[src/core/misc_sfr_pkg.sv]
// package: offsets, field layouts, reset values and carrier types of the misc sfr bank
// Overview of operation
// - port a pins 0-4: set bit forces pure analog
// - port b pins 1-3: set bit forces pure analog
// - route select bits steer pins to external interrupts
// - irq0/irq1 edge code: 01 rise, 10 fall, 11 both
// - timer1 upper: write reload, read live count
// - timer2 upper: write reload, read live count
// - timer3 upper: write reload, read live count
// - pwm1/pwm2 duty upper bits held in shared register
// - pwm3 duty upper bits held in timer3 register
// - comparator enable bit, resets to zero
// - pad sense enable bit, resets to zero
// - pad selector: 0-7 port a, 8-15 port b
// - factory trim loads on the first edge after reset; adjust only slow mode
// - irq2 flag set by hardware, cleared by software
// - timer3 underflow flag set by hardware, software clears
// - enable bits permit or block their interrupts
// - flag reads zero while its enable is clear
package misc_sfr_pkg;

    localparam int unsigned ADDR_W = 8;
    localparam int unsigned DATA_W = 8;
    localparam int unsigned TRIM_W = 11;

    // register offsets
    localparam logic [ADDR_W-1:0] ANALOG_PIN_SELECT_OFS   = 8'h16;
    localparam logic [ADDR_W-1:0] EXT_IRQ_EDGE_CONFIG_OFS = 8'h18;
    localparam logic [ADDR_W-1:0] TIMER12_PWM12_UPPER_OFS = 8'h19;
    localparam logic [ADDR_W-1:0] ANALOG_CIRCUIT_EN_OFS   = 8'h1a;
    localparam logic [ADDR_W-1:0] PAD_SENSE_CONTROL_OFS   = 8'h1b;
    localparam logic [ADDR_W-1:0] TIMER3_PWM3_UPPER_OFS   = 8'h1c;
    localparam logic [ADDR_W-1:0] OSC_TRIM_HIGH_OFS       = 8'h1d;
    localparam logic [ADDR_W-1:0] OSC_TRIM_LOW_OFS        = 8'h1e;
    localparam logic [ADDR_W-1:0] IRQ2_ENABLE_FLAG_OFS    = 8'h1f;

    // reset values
    localparam logic [DATA_W-1:0] ANALOG_PIN_SELECT_RST   = 8'h00;
    localparam logic [DATA_W-1:0] EXT_IRQ_EDGE_CONFIG_RST = 8'h05;
    localparam logic [1:0]        UPPER_BITS_RST          = 2'h0;
    localparam logic [3:0]        PAD_SEL_RST             = 4'h0;
    localparam logic [TRIM_W-1:0] TRIM_RST                = 11'h004;
    localparam logic [2:0]        TRIM_LOW_LOAD           = 3'h4;

    // field positions
    localparam int unsigned TIMER2_UPPER_LSB = 6;
    localparam int unsigned TIMER1_UPPER_LSB = 4;
    localparam int unsigned PWM2_UPPER_LSB   = 2;
    localparam int unsigned PWM1_UPPER_LSB   = 0;
    localparam int unsigned TIMER3_UPPER_LSB = 4;
    localparam int unsigned PWM3_UPPER_LSB   = 0;
    localparam int unsigned COMPARATOR_BIT   = 7;
    localparam int unsigned PAD_SENSE_BIT    = 7;
    localparam int unsigned PAD_SEL_LSB      = 0;
    localparam int unsigned TRIM_HIGH_W      = 3;
    localparam int unsigned IRQ2_FLAG_BIT    = 7;
    localparam int unsigned T3_FLAG_BIT      = 4;
    localparam int unsigned IRQ2_EN_BIT      = 3;
    localparam int unsigned T3_EN_BIT        = 0;
    localparam logic [DATA_W-1:0] IRQ2_REG_RSVD_ONES = 8'h66;

    typedef enum logic [1:0] {
        EDGE_NONE = 2'b00,
        EDGE_RISE = 2'b01,
        EDGE_FALL = 2'b10,
        EDGE_BOTH = 2'b11
    } edge_mode_t;

    typedef struct packed {
        logic [2:0] portb_analog_only;
        logic [4:0] porta_analog_only;
    } analog_sel_t;

    typedef struct packed {
        logic       ext_irq2_edge_sel;
        logic       ext_irq2_pin_route;
        logic       ext_irq1_pin_route;
        logic       ext_irq0_pin_route;
        logic [1:0] ext_irq1_edge_sel;
        logic [1:0] ext_irq0_edge_sel;
    } ext_irq_cfg_t;

    typedef struct packed {
        logic [1:0] timer3;
        logic [1:0] timer2;
        logic [1:0] timer1;
    } upper_bits_t;

endpackage

[src/core/ext_irq_edge_detect.sv]
// edge detector for one external interrupt pin, with pin synchroniser and route gate
`timescale 1ns/1ps
module ext_irq_edge_detect
    import misc_sfr_pkg::*;
(
    input  wire logic       sys_clk,    // core clock
    input  wire logic       rst_b,      // async reset, active low
    input  wire logic       pin_raw,    // asynchronous pin level
    input  wire logic       route_en,   // pin routed to the interrupt
    input  wire edge_mode_t edge_mode,  // which edges count
    output logic            edge_event  // one-cycle event pulse
);
    logic sync1_reg;
    logic sync2_reg;
    logic prev_reg;
    logic rise;
    logic fall;
    logic hit;

    // two-flop synchroniser, clocked only while routed to save toggling
    always_ff @(posedge sys_clk or negedge rst_b) begin
        if (!rst_b) begin
            sync1_reg <= 1'b0;
            sync2_reg <= 1'b0;
        end else if (route_en) begin
            sync1_reg <= pin_raw;
            sync2_reg <= sync1_reg;
        end
    end

    // history follows the synchronised level so re-routing sees no stale edge
    always_ff @(posedge sys_clk or negedge rst_b) begin
        if (!rst_b) begin
            prev_reg <= 1'b0;
        end else begin
            prev_reg <= sync2_reg;
        end
    end

    assign rise = sync2_reg & ~prev_reg;
    assign fall = ~sync2_reg & prev_reg;

    // reserved code 00 detects nothing
    always_comb begin
        unique case (edge_mode)
            EDGE_RISE: hit = rise;
            EDGE_FALL: hit = fall;
            EDGE_BOTH: hit = rise | fall;
            EDGE_NONE: hit = 1'b0;
        endcase
    end

    always_ff @(posedge sys_clk or negedge rst_b) begin
        if (!rst_b) begin
            edge_event <= 1'b0;
        end else begin
            edge_event <= hit & route_en;
        end
    end

endmodule

[src/core/misc_sfr_control_bank.sv]
// misc special function register bank: analog pins, ext irq routing, timer/pwm upper bits, trim, irq2 flags
`timescale 1ns/1ps
module misc_sfr_control_bank (
    input  wire logic                                 sys_clk,                // core clock, 25 MHz
    input  wire logic                                 rst_b,                  // async reset, active low
    input  wire logic [misc_sfr_pkg::ADDR_W-1:0]      reg_addr,               // register address
    input  wire logic [misc_sfr_pkg::DATA_W-1:0]      reg_wdata,              // write data
    input  wire logic                                 reg_wr,                 // write strobe
    input  wire logic                                 reg_rd,                 // read strobe
    output logic      [misc_sfr_pkg::DATA_W-1:0]      reg_rdata,              // read data, cycle after strobe
    input  wire logic [7:0]                           porta_pin,              // port a pad levels, async
    input  wire logic [7:0]                           portb_pin,              // port b pad levels, async
    input  wire logic                                 ext_irq_use_porta,      // irq0/1 on port a pins
    input  wire misc_sfr_pkg::upper_bits_t            timer_live_upper,       // live count bits 9:8
    input  wire logic                                 timer3_underflow,       // timer3 underflow pulse
    input  wire logic [7:0]                           factory_trim,           // factory trim byte
    input  wire logic                                 slow_mode,              // core in slow mode
    output misc_sfr_pkg::analog_sel_t                 analog_only,            // pure analog pin select
    output misc_sfr_pkg::ext_irq_cfg_t                ext_irq_cfg,            // routing and edge config
    output misc_sfr_pkg::upper_bits_t                 timer_reload_upper,     // reload bits 9:8
    output logic      [2:0]                           timer_reload_upper_wr,  // reload upper written
    output misc_sfr_pkg::upper_bits_t                 pwm_duty_upper,         // duty bits 9:8, {3,2,1}
    output logic                                      comparator_on,          // voltage comparator enable
    output logic                                      pad_sense_on,           // pad sense enable
    output logic      [3:0]                           pad_sense_sel,          // pad selector code
    output logic      [7:0]                           pad_sense_porta,        // one-hot port a pad
    output logic      [7:0]                           pad_sense_portb,        // one-hot port b pad
    output logic      [misc_sfr_pkg::TRIM_W-1:0]      oscillator_trim,        // fast oscillator trim
    output logic                                      ext_irq0_event,         // irq0 edge pulse
    output logic                                      ext_irq1_event,         // irq1 edge pulse
    output logic                                      irq_req                 // interrupt request to core
);
    import misc_sfr_pkg::*;

    typedef enum logic [1:0] {
        TRIM_LOAD  = 2'b01,
        TRIM_READY = 2'b10
    } trim_state_t;

    analog_sel_t               analog_reg;
    ext_irq_cfg_t              edge_cfg_reg;
    upper_bits_t               reload_upper_reg;
    upper_bits_t               duty_upper_reg;
    logic [2:0]                reload_wr_reg;
    logic                      comparator_reg;
    logic                      pad_sense_on_reg;
    logic [3:0]                pad_sel_reg;
    logic [TRIM_W-1:0]         trim_reg;
    trim_state_t               trim_state_reg;
    logic                      irq2_flag_reg;
    logic                      t3_flag_reg;
    logic                      irq2_en_reg;
    logic                      t3_en_reg;
    logic [DATA_W-1:0]         rdata_reg;
    logic [DATA_W-1:0]         rdata_next;
    logic                      irq2_event;
    logic                      irq0_pin;
    logic                      irq1_pin;
    edge_mode_t                irq2_mode;

    // register hit for one strobe
    function automatic logic hit(input logic strobe, input logic [ADDR_W-1:0] addr,
                                 input logic [ADDR_W-1:0] ofs);
        hit = strobe && (addr == ofs);
    endfunction

    // software view of a flag: hidden while its enable is clear
    function automatic logic seen_flag(input logic flag, input logic en);
        seen_flag = flag & en;
    endfunction

    // selector code to one-hot pad on one port
    function automatic logic [7:0] pad_onehot(input logic [3:0] code, input logic want_b);
        pad_onehot = (code[3] == want_b) ? (8'h01 << code[2:0]) : 8'h00;
    endfunction

    // analog-only pin select
    always_ff @(posedge sys_clk or negedge rst_b) begin
        if (!rst_b) begin
            analog_reg <= analog_sel_t'(ANALOG_PIN_SELECT_RST);
        end else if (hit(reg_wr, reg_addr, ANALOG_PIN_SELECT_OFS)) begin
            analog_reg <= analog_sel_t'(reg_wdata);
        end
    end

    // interrupt routing and edge configuration
    always_ff @(posedge sys_clk or negedge rst_b) begin
        if (!rst_b) begin
            edge_cfg_reg <= ext_irq_cfg_t'(EXT_IRQ_EDGE_CONFIG_RST);
        end else if (hit(reg_wr, reg_addr, EXT_IRQ_EDGE_CONFIG_OFS)) begin
            edge_cfg_reg <= ext_irq_cfg_t'(reg_wdata);
        end
    end

    // timer reload upper bits; the timer consumes them on the write pulse
    always_ff @(posedge sys_clk or negedge rst_b) begin
        if (!rst_b) begin
            reload_upper_reg <= '0;
            reload_wr_reg    <= 3'h0;
        end else begin
            reload_wr_reg <= 3'h0;
            if (hit(reg_wr, reg_addr, TIMER12_PWM12_UPPER_OFS)) begin
                reload_upper_reg.timer2 <= reg_wdata[TIMER2_UPPER_LSB +: 2];
                reload_upper_reg.timer1 <= reg_wdata[TIMER1_UPPER_LSB +: 2];
                reload_wr_reg[1:0]      <= 2'h3;
            end
            if (hit(reg_wr, reg_addr, TIMER3_PWM3_UPPER_OFS)) begin
                reload_upper_reg.timer3 <= reg_wdata[TIMER3_UPPER_LSB +: 2];
                reload_wr_reg[2]        <= 1'b1;
            end
        end
    end

    // pwm duty upper bits
    always_ff @(posedge sys_clk or negedge rst_b) begin
        if (!rst_b) begin
            duty_upper_reg <= '0;
        end else begin
            if (hit(reg_wr, reg_addr, TIMER12_PWM12_UPPER_OFS)) begin
                duty_upper_reg.timer2 <= reg_wdata[PWM2_UPPER_LSB +: 2];
                duty_upper_reg.timer1 <= reg_wdata[PWM1_UPPER_LSB +: 2];
            end
            if (hit(reg_wr, reg_addr, TIMER3_PWM3_UPPER_OFS)) begin
                duty_upper_reg.timer3 <= reg_wdata[PWM3_UPPER_LSB +: 2];
            end
        end
    end

    // comparator enable
    always_ff @(posedge sys_clk or negedge rst_b) begin
        if (!rst_b) begin
            comparator_reg <= 1'b0;
        end else if (hit(reg_wr, reg_addr, ANALOG_CIRCUIT_EN_OFS)) begin
            comparator_reg <= reg_wdata[COMPARATOR_BIT];
        end
    end

    // pad sense enable and pad selector
    always_ff @(posedge sys_clk or negedge rst_b) begin
        if (!rst_b) begin
            pad_sense_on_reg <= 1'b0;
            pad_sel_reg      <= PAD_SEL_RST;
        end else if (hit(reg_wr, reg_addr, PAD_SENSE_CONTROL_OFS)) begin
            pad_sense_on_reg <= reg_wdata[PAD_SENSE_BIT];
            pad_sel_reg      <= reg_wdata[PAD_SEL_LSB +: 4];
        end
    end

    // trim: factory byte caught on the first edge after reset release,
    // since an async reset may only load a constant
    always_ff @(posedge sys_clk or negedge rst_b) begin
        if (!rst_b) begin
            trim_state_reg <= TRIM_LOAD;
            trim_reg       <= TRIM_RST;
        end else begin
            unique case (trim_state_reg)
                TRIM_LOAD: begin
                    trim_reg       <= {factory_trim, TRIM_LOW_LOAD};
                    trim_state_reg <= TRIM_READY;
                end
                TRIM_READY: begin
                    // writes outside slow mode are dropped: retuning the running clock is unsafe
                    if (slow_mode && hit(reg_wr, reg_addr, OSC_TRIM_HIGH_OFS)) begin
                        trim_reg[TRIM_W-1 -: TRIM_HIGH_W] <= reg_wdata[TRIM_HIGH_W-1:0];
                    end
                    if (slow_mode && hit(reg_wr, reg_addr, OSC_TRIM_LOW_OFS)) begin
                        trim_reg[DATA_W-1:0] <= reg_wdata;
                    end
                end
                default: begin
                    trim_state_reg <= TRIM_LOAD;
                end
            endcase
        end
    end

    // interrupt enables
    always_ff @(posedge sys_clk or negedge rst_b) begin
        if (!rst_b) begin
            irq2_en_reg <= 1'b0;
            t3_en_reg   <= 1'b0;
        end else if (hit(reg_wr, reg_addr, IRQ2_ENABLE_FLAG_OFS)) begin
            irq2_en_reg <= reg_wdata[IRQ2_EN_BIT];
            t3_en_reg   <= reg_wdata[T3_EN_BIT];
        end
    end

    // sticky flags: writing 0 clears, writing 1 is ignored, a new event beats the clear
    always_ff @(posedge sys_clk or negedge rst_b) begin
        if (!rst_b) begin
            irq2_flag_reg <= 1'b0;
            t3_flag_reg   <= 1'b0;
        end else begin
            if (irq2_event) begin
                irq2_flag_reg <= 1'b1;
            end else if (hit(reg_wr, reg_addr, IRQ2_ENABLE_FLAG_OFS) && !reg_wdata[IRQ2_FLAG_BIT]) begin
                irq2_flag_reg <= 1'b0;
            end
            if (timer3_underflow) begin
                t3_flag_reg <= 1'b1;
            end else if (hit(reg_wr, reg_addr, IRQ2_ENABLE_FLAG_OFS) && !reg_wdata[T3_FLAG_BIT]) begin
                t3_flag_reg <= 1'b0;
            end
        end
    end

    // pin muxing for irq0/irq1; irq2 is fixed on port a pin 5 with a rise/fall select
    assign irq0_pin  = ext_irq_use_porta ? porta_pin[4] : portb_pin[0];
    assign irq1_pin  = ext_irq_use_porta ? porta_pin[3] : portb_pin[1];
    assign irq2_mode = edge_cfg_reg.ext_irq2_edge_sel ? EDGE_RISE : EDGE_FALL;

    ext_irq_edge_detect u_irq0 (
        .sys_clk    (sys_clk),
        .rst_b      (rst_b),
        .pin_raw    (irq0_pin),
        .route_en   (edge_cfg_reg.ext_irq0_pin_route),
        .edge_mode  (edge_mode_t'(edge_cfg_reg.ext_irq0_edge_sel)),
        .edge_event (ext_irq0_event)
    );

    ext_irq_edge_detect u_irq1 (
        .sys_clk    (sys_clk),
        .rst_b      (rst_b),
        .pin_raw    (irq1_pin),
        .route_en   (edge_cfg_reg.ext_irq1_pin_route),
        .edge_mode  (edge_mode_t'(edge_cfg_reg.ext_irq1_edge_sel)),
        .edge_event (ext_irq1_event)
    );

    ext_irq_edge_detect u_irq2 (
        .sys_clk    (sys_clk),
        .rst_b      (rst_b),
        .pin_raw    (porta_pin[5]),
        .route_en   (edge_cfg_reg.ext_irq2_pin_route),
        .edge_mode  (irq2_mode),
        .edge_event (irq2_event)
    );

    // read mux; timer upper fields show the live count, not the reload
    always_comb begin
        rdata_next = '0;
        unique case (reg_addr)
            ANALOG_PIN_SELECT_OFS:   rdata_next = analog_reg;
            EXT_IRQ_EDGE_CONFIG_OFS: rdata_next = edge_cfg_reg;
            TIMER12_PWM12_UPPER_OFS: rdata_next = {timer_live_upper.timer2, timer_live_upper.timer1,
                                                   duty_upper_reg.timer2, duty_upper_reg.timer1};
            ANALOG_CIRCUIT_EN_OFS:   rdata_next[COMPARATOR_BIT] = comparator_reg;
            PAD_SENSE_CONTROL_OFS:   rdata_next = {pad_sense_on_reg, 3'h0, pad_sel_reg};
            TIMER3_PWM3_UPPER_OFS:   rdata_next = {2'h0, timer_live_upper.timer3, 2'h0, duty_upper_reg.timer3};
            OSC_TRIM_HIGH_OFS:       rdata_next = {5'h00, trim_reg[TRIM_W-1 -: TRIM_HIGH_W]};
            OSC_TRIM_LOW_OFS:        rdata_next = trim_reg[DATA_W-1:0];
            IRQ2_ENABLE_FLAG_OFS: begin
                rdata_next                = IRQ2_REG_RSVD_ONES;
                rdata_next[IRQ2_FLAG_BIT] = seen_flag(irq2_flag_reg, irq2_en_reg);
                rdata_next[T3_FLAG_BIT]   = seen_flag(t3_flag_reg, t3_en_reg);
                rdata_next[IRQ2_EN_BIT]   = irq2_en_reg;
                rdata_next[T3_EN_BIT]     = t3_en_reg;
            end
            default:                 rdata_next = '0;
        endcase
    end

    // read data held one cycle after the strobe only, zero otherwise
    always_ff @(posedge sys_clk or negedge rst_b) begin
        if (!rst_b) begin
            rdata_reg <= '0;
        end else begin
            rdata_reg <= reg_rd ? rdata_next : '0;
        end
    end

    assign reg_rdata             = rdata_reg;
    assign analog_only           = analog_reg;
    assign ext_irq_cfg           = edge_cfg_reg;
    assign timer_reload_upper    = reload_upper_reg;
    assign timer_reload_upper_wr = reload_wr_reg;
    assign pwm_duty_upper        = duty_upper_reg;
    assign comparator_on         = comparator_reg;
    assign pad_sense_on          = pad_sense_on_reg;
    assign pad_sense_sel         = pad_sel_reg;
    assign pad_sense_porta       = pad_onehot(pad_sel_reg, 1'b0);
    assign pad_sense_portb       = pad_onehot(pad_sel_reg, 1'b1);
    assign oscillator_trim       = trim_reg;
    // flags gated by enables; other sources of the core are combined elsewhere
    assign irq_req = seen_flag(irq2_flag_reg, irq2_en_reg) | seen_flag(t3_flag_reg, t3_en_reg);
endmodule

[config.mk]
export PLATFORM = sky130hd
export DESIGN_NAME = misc_sfr_control_bank
export DESIGN_NICKNAME = d
export VERILOG_FILES = /design/src/core/misc_sfr_pkg.sv /design/src/core/ext_irq_edge_detect.sv /design/src/core/misc_sfr_control_bank.sv
export SDC_FILE = /design/constraint.sdc
export NUM_CORES = 1
export LEC_CHECK = 0
export BUFFER_PORTS_ARGS = -buffer_cell sky130_fd_sc_hd__buf_2
export CORE_UTILIZATION = 28
export CTS_CLUSTER_SIZE = 12
export DETAILED_ROUTE_END_ITERATION = 7
export GPL_ROUTABILITY_DRIVEN = 0
export GPL_TIMING_DRIVEN = 0
export PLACE_DENSITY_LB_ADDON = 0.08
export SYNTH_ARGS = -nofsm -noshare
export SYNTH_HDL_FRONTEND = slang
export SYNTH_SLANG_ARGS = --single-unit
[constraint.sdc]
create_clock -name sys_clk -period 2.5 [get_ports sys_clk]
set_clock_uncertainty 0.15 [all_clocks]
set_input_delay 0.5 -clock sys_clk [delete_from_list [all_inputs] [get_ports sys_clk]]
set_output_delay 0.5 -clock sys_clk [all_outputs]
set_load 0.1 [all_outputs]
==> reports/results.tsv, run 1 <==
stage	metric	value	unit
run_status	status	finished clean	
place	Post-Place Cells	620	
logic_synthesis	Yosys warning count	0	
sta	Fin. Hold Viols	0	
global_routing	routing usage on met1	24.33	%
global_routing	Tot GR Track Use	17.80	%
power_and_ir_drop	PwrDens	648.5	nW/um2
route	router iterations before antenna repair	4	
logic_synthesis	syn avg cell area	11.16	um2
worst_setup_path	worst path required time	1.85	ns
sta	fin crit period	2.432	ns
worst_hold_path	Hold Crit Start	timer3_underflow	
global_routing	vias in the first global route	3094	
clock_network	worst-skew pair later-pin latency	0.33	ns
global_routing	Top Usage Layer GRT	met2	
clock_network	CTS tree	done	
floorplan	Die Wd	117.2	um
floorplan	die height	117.2	um
clock_network	postcts setup bufs	0	
layout	Filler cells	1274	
floorplan	Top-Level Pins	128	
sta	final worst path period share	97.30	%
clock_network	CTS root buffer	clkbuf_16	
global_routing	initial antenna violation count	0	
sta	Slew Limit Headroom	45.56	%
worst_setup_path	CP Class	reg2out	
clock_network	Clock transition at path regs	0.06	ns
layout	Area growth, synth to finish	36.44	%
sta	Slew @ Worst Pin	0.8131	ns
global_routing	first-pass GRT wire length	17810	um
sta	Fmax achieved	411.1	MHz
route	via density per instance	4.785	
layout	Final Non-Filler Cells	637	
floorplan	die area	13730	um2
layout	most common cell after layout, fill and taps aside	buf_2	
logic_synthesis	cell area after synthesis	3715	um2
layout	Ant. Diodes	0	
clock_network	# clock sinks	73	
logic_synthesis	sequential area share after synthesis	49.31	%
worst_setup_path	CP Launch Type	flop	
flow_run	max-cap viol count	0	
route	vias	3048	
layout	Largest register FFs	11	
worst_setup_path	R2R setup slack	0.51	ns
floorplan	Row Count	41	
sta	Setup-failing EPs final	0	
clock_network	H-tree levels	3	
floorplan	Initial Util	29.08	%
power_and_ir_drop	LEAKAGE	2.524	nW
worst_hold_path	Hold Path Depth	2	
worst_setup_path	FF-to-FF End	oscillator_trim[3]	
clock_network	Longest Clk Path Bufs	2	
worst_setup_path	RR Startpoint	trim_state_reg[0]	
route	Detailed Route Iter0 Violations	143	
place	area of placed instances	4758	um2
global_routing	GR Util met2	28.00	%
logic_synthesis	syn nets	390	
route	Residual DRC	0	
worst_setup_path	Critical Path Sink Type	primary output	
layout	commonest non-fill, non-tap cells in the layout	buf_2, dfrtp_1, mux2_2	
route	WL/cell	17.94	um
place	I/O Buffers	114	
power_and_ir_drop	Max VDD drop	0.3320	mV
layout	cell area after layout	5069	um2
worst_hold_path	worst min path class	in2reg	
route	WL final	11430	um
place	DP HPWL	8491	um
clock_network	CTS buffer count	9	
sta	Fin Setup TNS	0	ns
logic_synthesis	Post-Syn Instances	333	
global_routing	met3 Usage GRT	4.480	%
power_and_ir_drop	Pwr Total	3.287	mW
layout	Core Util, Final	39.68	%
logic_synthesis	Synth cell types	51	
layout	Net count, final	517	
route	Post-DRT Antenna Nets	0	
layout	share of cells above drive strength 1	49.03	%
worst_setup_path	FF-to-FF path depth	4	
floorplan	core area	12770	um2
global_routing	largest net degree at the start of global routing	45	
sta	RSZ-0062 raised after global routing	false	
global_routing	grt total ovfl	0	
worst_setup_path	Worst Path Arrival	1.78	ns
logic_synthesis	#FFs+latches synth	73	
worst_hold_path	hold endpoint	t3_flag_reg	
worst_setup_path	CP max FO	9	
sta	Max Slew Vio Count	0	
[cell usage after synthesis, drive strengths merged]
master | number | area, um2
dfrtp | 69 | 1727
mux2 | 46 | 533.0
nand2 | 34 | 130.1
buf | 17 | 115.1
nor2 | 17 | 63.81
o21ai | 16 | 80.08
mux2i | 13 | 130.1
a21oi | 12 | 60.06
nand2b | 10 | 62.56
inv | 9 | 33.78
nor3 | 9 | 45.04
clkbuf | 8 | 30.03
nand3 | 8 | 70.06
o211ai | 6 | 45.04
and2 | 5 | 31.28
nor2b | 5 | 31.28
a22o | 4 | 35.03
and3 | 4 | 25.02
dfstp | 4 | 105.1
ha | 4 | 50.05
a22oi | 3 | 22.52
a31oi | 3 | 18.77
a32oi | 3 | 26.28
o31ai | 3 | 36.28
nand4b | 2 | 32.53
o2111ai | 2 | 17.52
o21bai | 2 | 15.01
o2bb2ai | 2 | 17.52
a21o | 1 | 7.510
a41oi | 1 | 8.760
and3b | 1 | 8.760
and4 | 1 | 8.760
and4b | 1 | 10.01
and4bb | 1 | 12.51
nand3b | 1 | 7.510
nand4 | 1 | 6.260
nor4 | 1 | 6.260
nor4b | 1 | 23.77
nor4bb | 1 | 10.01
or3 | 1 | 6.260
or3b | 1 | 8.760
[cell families after synthesis]
logic type	Yosys count	share of synthesized area, %
buffers and inverters	34	4.816
DFF	73	49.31
AOI/OAI and AO/OA	58	10.51
muxes	59	17.85
and+or+nand+nor	105	16.17
adders and majority gates	4	1.347
[worst max-delay path by stage]
stage	start	endpoint	slack [ns]	depth (start not counted)
finish	pad_sense_sel[0]	pad_sense_portb[4]	0.07	4
global route	pad_sense_sel[0]	pad_sense_portb[4]	0.02	4
CTS	pad_sense_sel[3]	pad_sense_porta[7]	0.0001	4
detailed placement	reg_addr[5]	pad_sense_sel[0]	0.17	7
global placement	rst_b	pad_sense_sel[1]	-0.06	1
floorplan	pad_sense_sel[2]	pad_sense_porta[3]	-0.10	3
[repair_timing]
action                                 in CTS  in global routing
pin swaps                                   0                  0
endpoints found under the hold margin      27                  0
resized for setup                           6                  4
hold buffers                                1                  0
setup endpoints to repair                   6                  4
[where the power goes]
group | total, mW | switching, mW | internal (mW)
combinational | 0.721 | 0.532 | 0.189
sequential | 1.36 | 0.0743 | 1.29
clock | 1.20 | 0.503 | 0.700
[critical path, stage by stage (launching register included)]
cell and delay, ns:
dfrtp_4 0.48, clkbuf_16 0.18, nand2b_2 0.26, nor2_4 0.10
buf_2 0.42
[routing by layer]
metal	wire [um]	vias up
met5	0	-
met4	141	0
met3	645	11
met2	5305	94
met1	5338	1503
li1	-	1440
[per-stage QoR]
step | hold slack (ns) | setup WS (ns)
after floorplan | 0.05441 | -0.1005
after global placement | 0.2366 | -0.06086
after detailed placement | 0.2409 | 0.1677
after CTS | 0.2116 | 0.0001201
after global routing | 0.2345 | 0.02236
final | 0.2196 | 0.06750
[area by class of cell]
type	instances	area, um2	share of cell area [%]
multi-input combinational	226	1854	36.58
sequential	73	1847	36.44
timing repair buffer	116	635.6	12.54
clock buffer	12	246.5	4.863
tap	172	215.2	4.246
buffer	25	207.7	4.098
inverter	9	33.78	0.6665
clock inverter	4	28.78	0.5678
No activity file was read; power rests on OpenSTA's default activity.
==> run 2, diff against run 1 <==
- CORE_UTILIZATION: 28 -> 31
==> run 2 against run 1 <==
The run now ends with design-rule violations left. First-iteration DRC count rose by 35%. Non-clock buffer count did not move. Register-to-register slack got worse by 0.03 ns. Critical path depth did not move. Critical path type unchanged. Critical endpoint is now pad_sense_portb[0]. Highest routed layer unchanged.
==> reports/results.tsv, run 2 (same netlist as run 1, synthesis figures left out) <==
stage	metric	value	unit
run_status	status	finished with violations	
run_status	failing checks	design-rule violations	
layout	most common cell after layout, fill and taps aside	buf_2	
power_and_ir_drop	Switch Pwr	1.088	mW
worst_hold_path	Hold Path Depth	2	
worst_setup_path	Cell Chain, Critical Path	clkbuf_16 -> nand2b_4 -> nor3_4 -> buf_2	
worst_setup_path	CP max FO	9	
worst_setup_path	worst path required time	1.85	ns
sta	Slew Limit Headroom	44.53	%
route	via density per instance	4.972	
power_and_ir_drop	Switching Fraction	32.35	%
route	Post-DRT Antenna Nets	0	
place	DP HPWL	8107	um
worst_setup_path	Crit. path cell count	4	
worst_setup_path	R2R setup slack	0.48	ns
clock_network	CTS tree	done	
floorplan	Die Wd	111.5	um
worst_setup_path	CP Class	reg2out	
clock_network	# clock sinks	73	
clock_network	CTS buffer count	9	
route	WL final	11010	um
global_routing	initial antenna violation count	0	
worst_setup_path	Critical Path Sink Type	primary output	
worst_setup_path	biggest cell delay along the critical path	0.48	ns
layout	Net count, final	517	
route	router iterations before antenna repair	8	
layout	Largest register FFs	11	
clock_network	Clock transition at path regs	0.06	ns
layout	share of cells above drive strength 1	48.82	%
route	vias	3023	
power_and_ir_drop	Max VDD drop	0.3455	mV
power_and_ir_drop	combinational power share	21.4	%
layout	Ant. Diodes	0	
global_routing	largest net degree at the start of global routing	48	
worst_setup_path	Worst Path Arrival	1.80	ns
route	WL/cell	18.11	um
clock_network	worst-skew pair later-pin latency	0.33	ns
global_routing	first-pass GRT wire length	17900	um
floorplan	Top-Level Pins	128	
layout	commonest non-fill, non-tap cells in the layout	buf_2, dfrtp_1, mux2_2	
worst_setup_path	CP bufs+invs	2	
worst_setup_path	FF-to-FF End	oscillator_trim[5]	
floorplan	die area	12430	um2
worst_setup_path	critical path's slowest cell	dfrtp_4	
worst_setup_path	Worst Setup SP	pad_sense_sel[1]	
power_and_ir_drop	Pwr Total	3.364	mW
power_and_ir_drop	LEAKAGE	2.538	nW
sta	Fin. Hold Viols	0	
sta	RSZ-0062 raised after global routing	false	
floorplan	core area	11560	um2
sta	fin crit period	2.449	ns
global_routing	grt total ovfl	0	
power_and_ir_drop	Reg power frac	40.5	%
sta	Slew @ Worst Pin	0.8285	ns
global_routing	Tot GR Track Use	19.18	%
sta	Setup-failing EPs final	0	
sta	Max Slew Vio Count	0	
worst_setup_path	Critical Path End	pad_sense_portb[0]	
floorplan	die height	111.5	um
clock_network	CTS root buffer	clkbuf_16	
clock_network	H-tree levels	3	
worst_setup_path	CP Launch Type	flop	
worst_setup_path	RR Startpoint	trim_state_reg[0]	
worst_setup_path	FF-to-FF path depth	4	
route	Residual DRC	9	
power_and_ir_drop	PwrDens	666.9	nW/um2
worst_setup_path	delay-heaviest family, CP	buffers and inverters	
place	area of placed instances	4722	um2
layout	cell area after layout	5045	um2
place	I/O Buffers	114	
layout	Area growth, synth to finish	35.80	%
sta	Fmax achieved	408.4	MHz
global_routing	vias in the first global route	3141	
worst_hold_path	worst min path class	in2reg	
floorplan	Row Count	39	
flow_run	max-cap viol count	0	
floorplan	Initial Util	32.12	%
power_and_ir_drop	clock share of power	38.1	%
route	Detailed Route Iter0 Violations	193	
layout	Filler cells	1116	
sta	final worst path period share	97.95	%
clock_network	Longest Clk Path Bufs	2	
power_and_ir_drop	internal power consumption	2.276	mW
==> run 2: layout make-up <==
class / instances / area, um2 / share of cell area (%)
flip-flops and latches: 73 / 1847 / 36.61
repair buffers: 116 / 633.1 / 12.55
multi-input cells: 226 / 1854 / 36.76
plain buffers: 25 / 207.7 / 4.117
inverters: 9 / 33.78 / 0.6696
well taps: 143 / 178.9 / 3.547
clock inverters: 3 / 40.04 / 0.7937
clock buffers: 13 / 250.2 / 4.960
==> run 2: how the worst min path moves through the flow <==
stage,start,slack [ns],end
after floorplan,rst_b,0.05,analog_only[0]
after global placement,u_irq0.sync2_reg,0.24,u_irq0.prev_reg
after detailed placement,u_irq1.sync2_reg,0.24,u_irq1.prev_reg
after CTS,timer3_underflow,0.20,t3_flag_reg
after global routing,timer3_underflow,0.21,t3_flag_reg
final,timer3_underflow,0.20,t3_flag_reg
==> run 2: repair_timing <==
action | CTS | global route
endpoints found under the hold margin | 24 | 0
buffers inserted | 0 | 0
cloned | 0 | 0
endpoints found under the setup margin | 4 | 5
gates resized for setup | 4 | 5
hold buffers | 1 | 0
==> run 2: layer usage <==
metal | vias up | global-route usage [%] | part of all wire, %
met2 | 98 | 29.08 | 46
li1 | 1440 | - | -
met5 | - | 0 | 0
met4 | 0 | 6.216 | 1.3
met1 | 1474 | 26.79 | 46
met3 | 11 | 4.790 | 6.2
==> run 2: worst reg2reg max path, delay by kind of cell, from the launching register on <==
kind / cells / cell delay (ns)
simple gates: 1 / 0.20
compound gates: 2 / 0.54
flops: 1 / 0.55
buf+inv: 1 / 0.44
==> run 2: stage by stage <==
stage / setup slack [ns] / utilization (%) / TNS [ns] / hold slack [ns] / std cells
after global routing: 0.006632 / 43.62 / 0 / 0.2066 / 608
after detailed placement: 0.1407 / 40.83 / 0 / 0.2418 / 591
final: 0.05115 / 43.62 / 0 / 0.1993 / 608
after global placement: -0.02269 / 40.57 / -0.08448 / 0.2370 / 590
after CTS: 0.007199 / 43.51 / 0 / 0.1957 / 608
after floorplan: -0.1005 / - / -0.4902 / 0.05441 / 333
==> run 2: power groups by stage <==
stage               Combinational (mW)  Sequential, mW  Clock (mW)
global placement                 0.707            1.38           0
floorplan                        0.300            1.61           0
detailed placement               0.725            1.39           0
finish                           0.719            1.36        1.28
CTS                              0.729            1.37        1.32
global route                     0.779            1.38        1.36
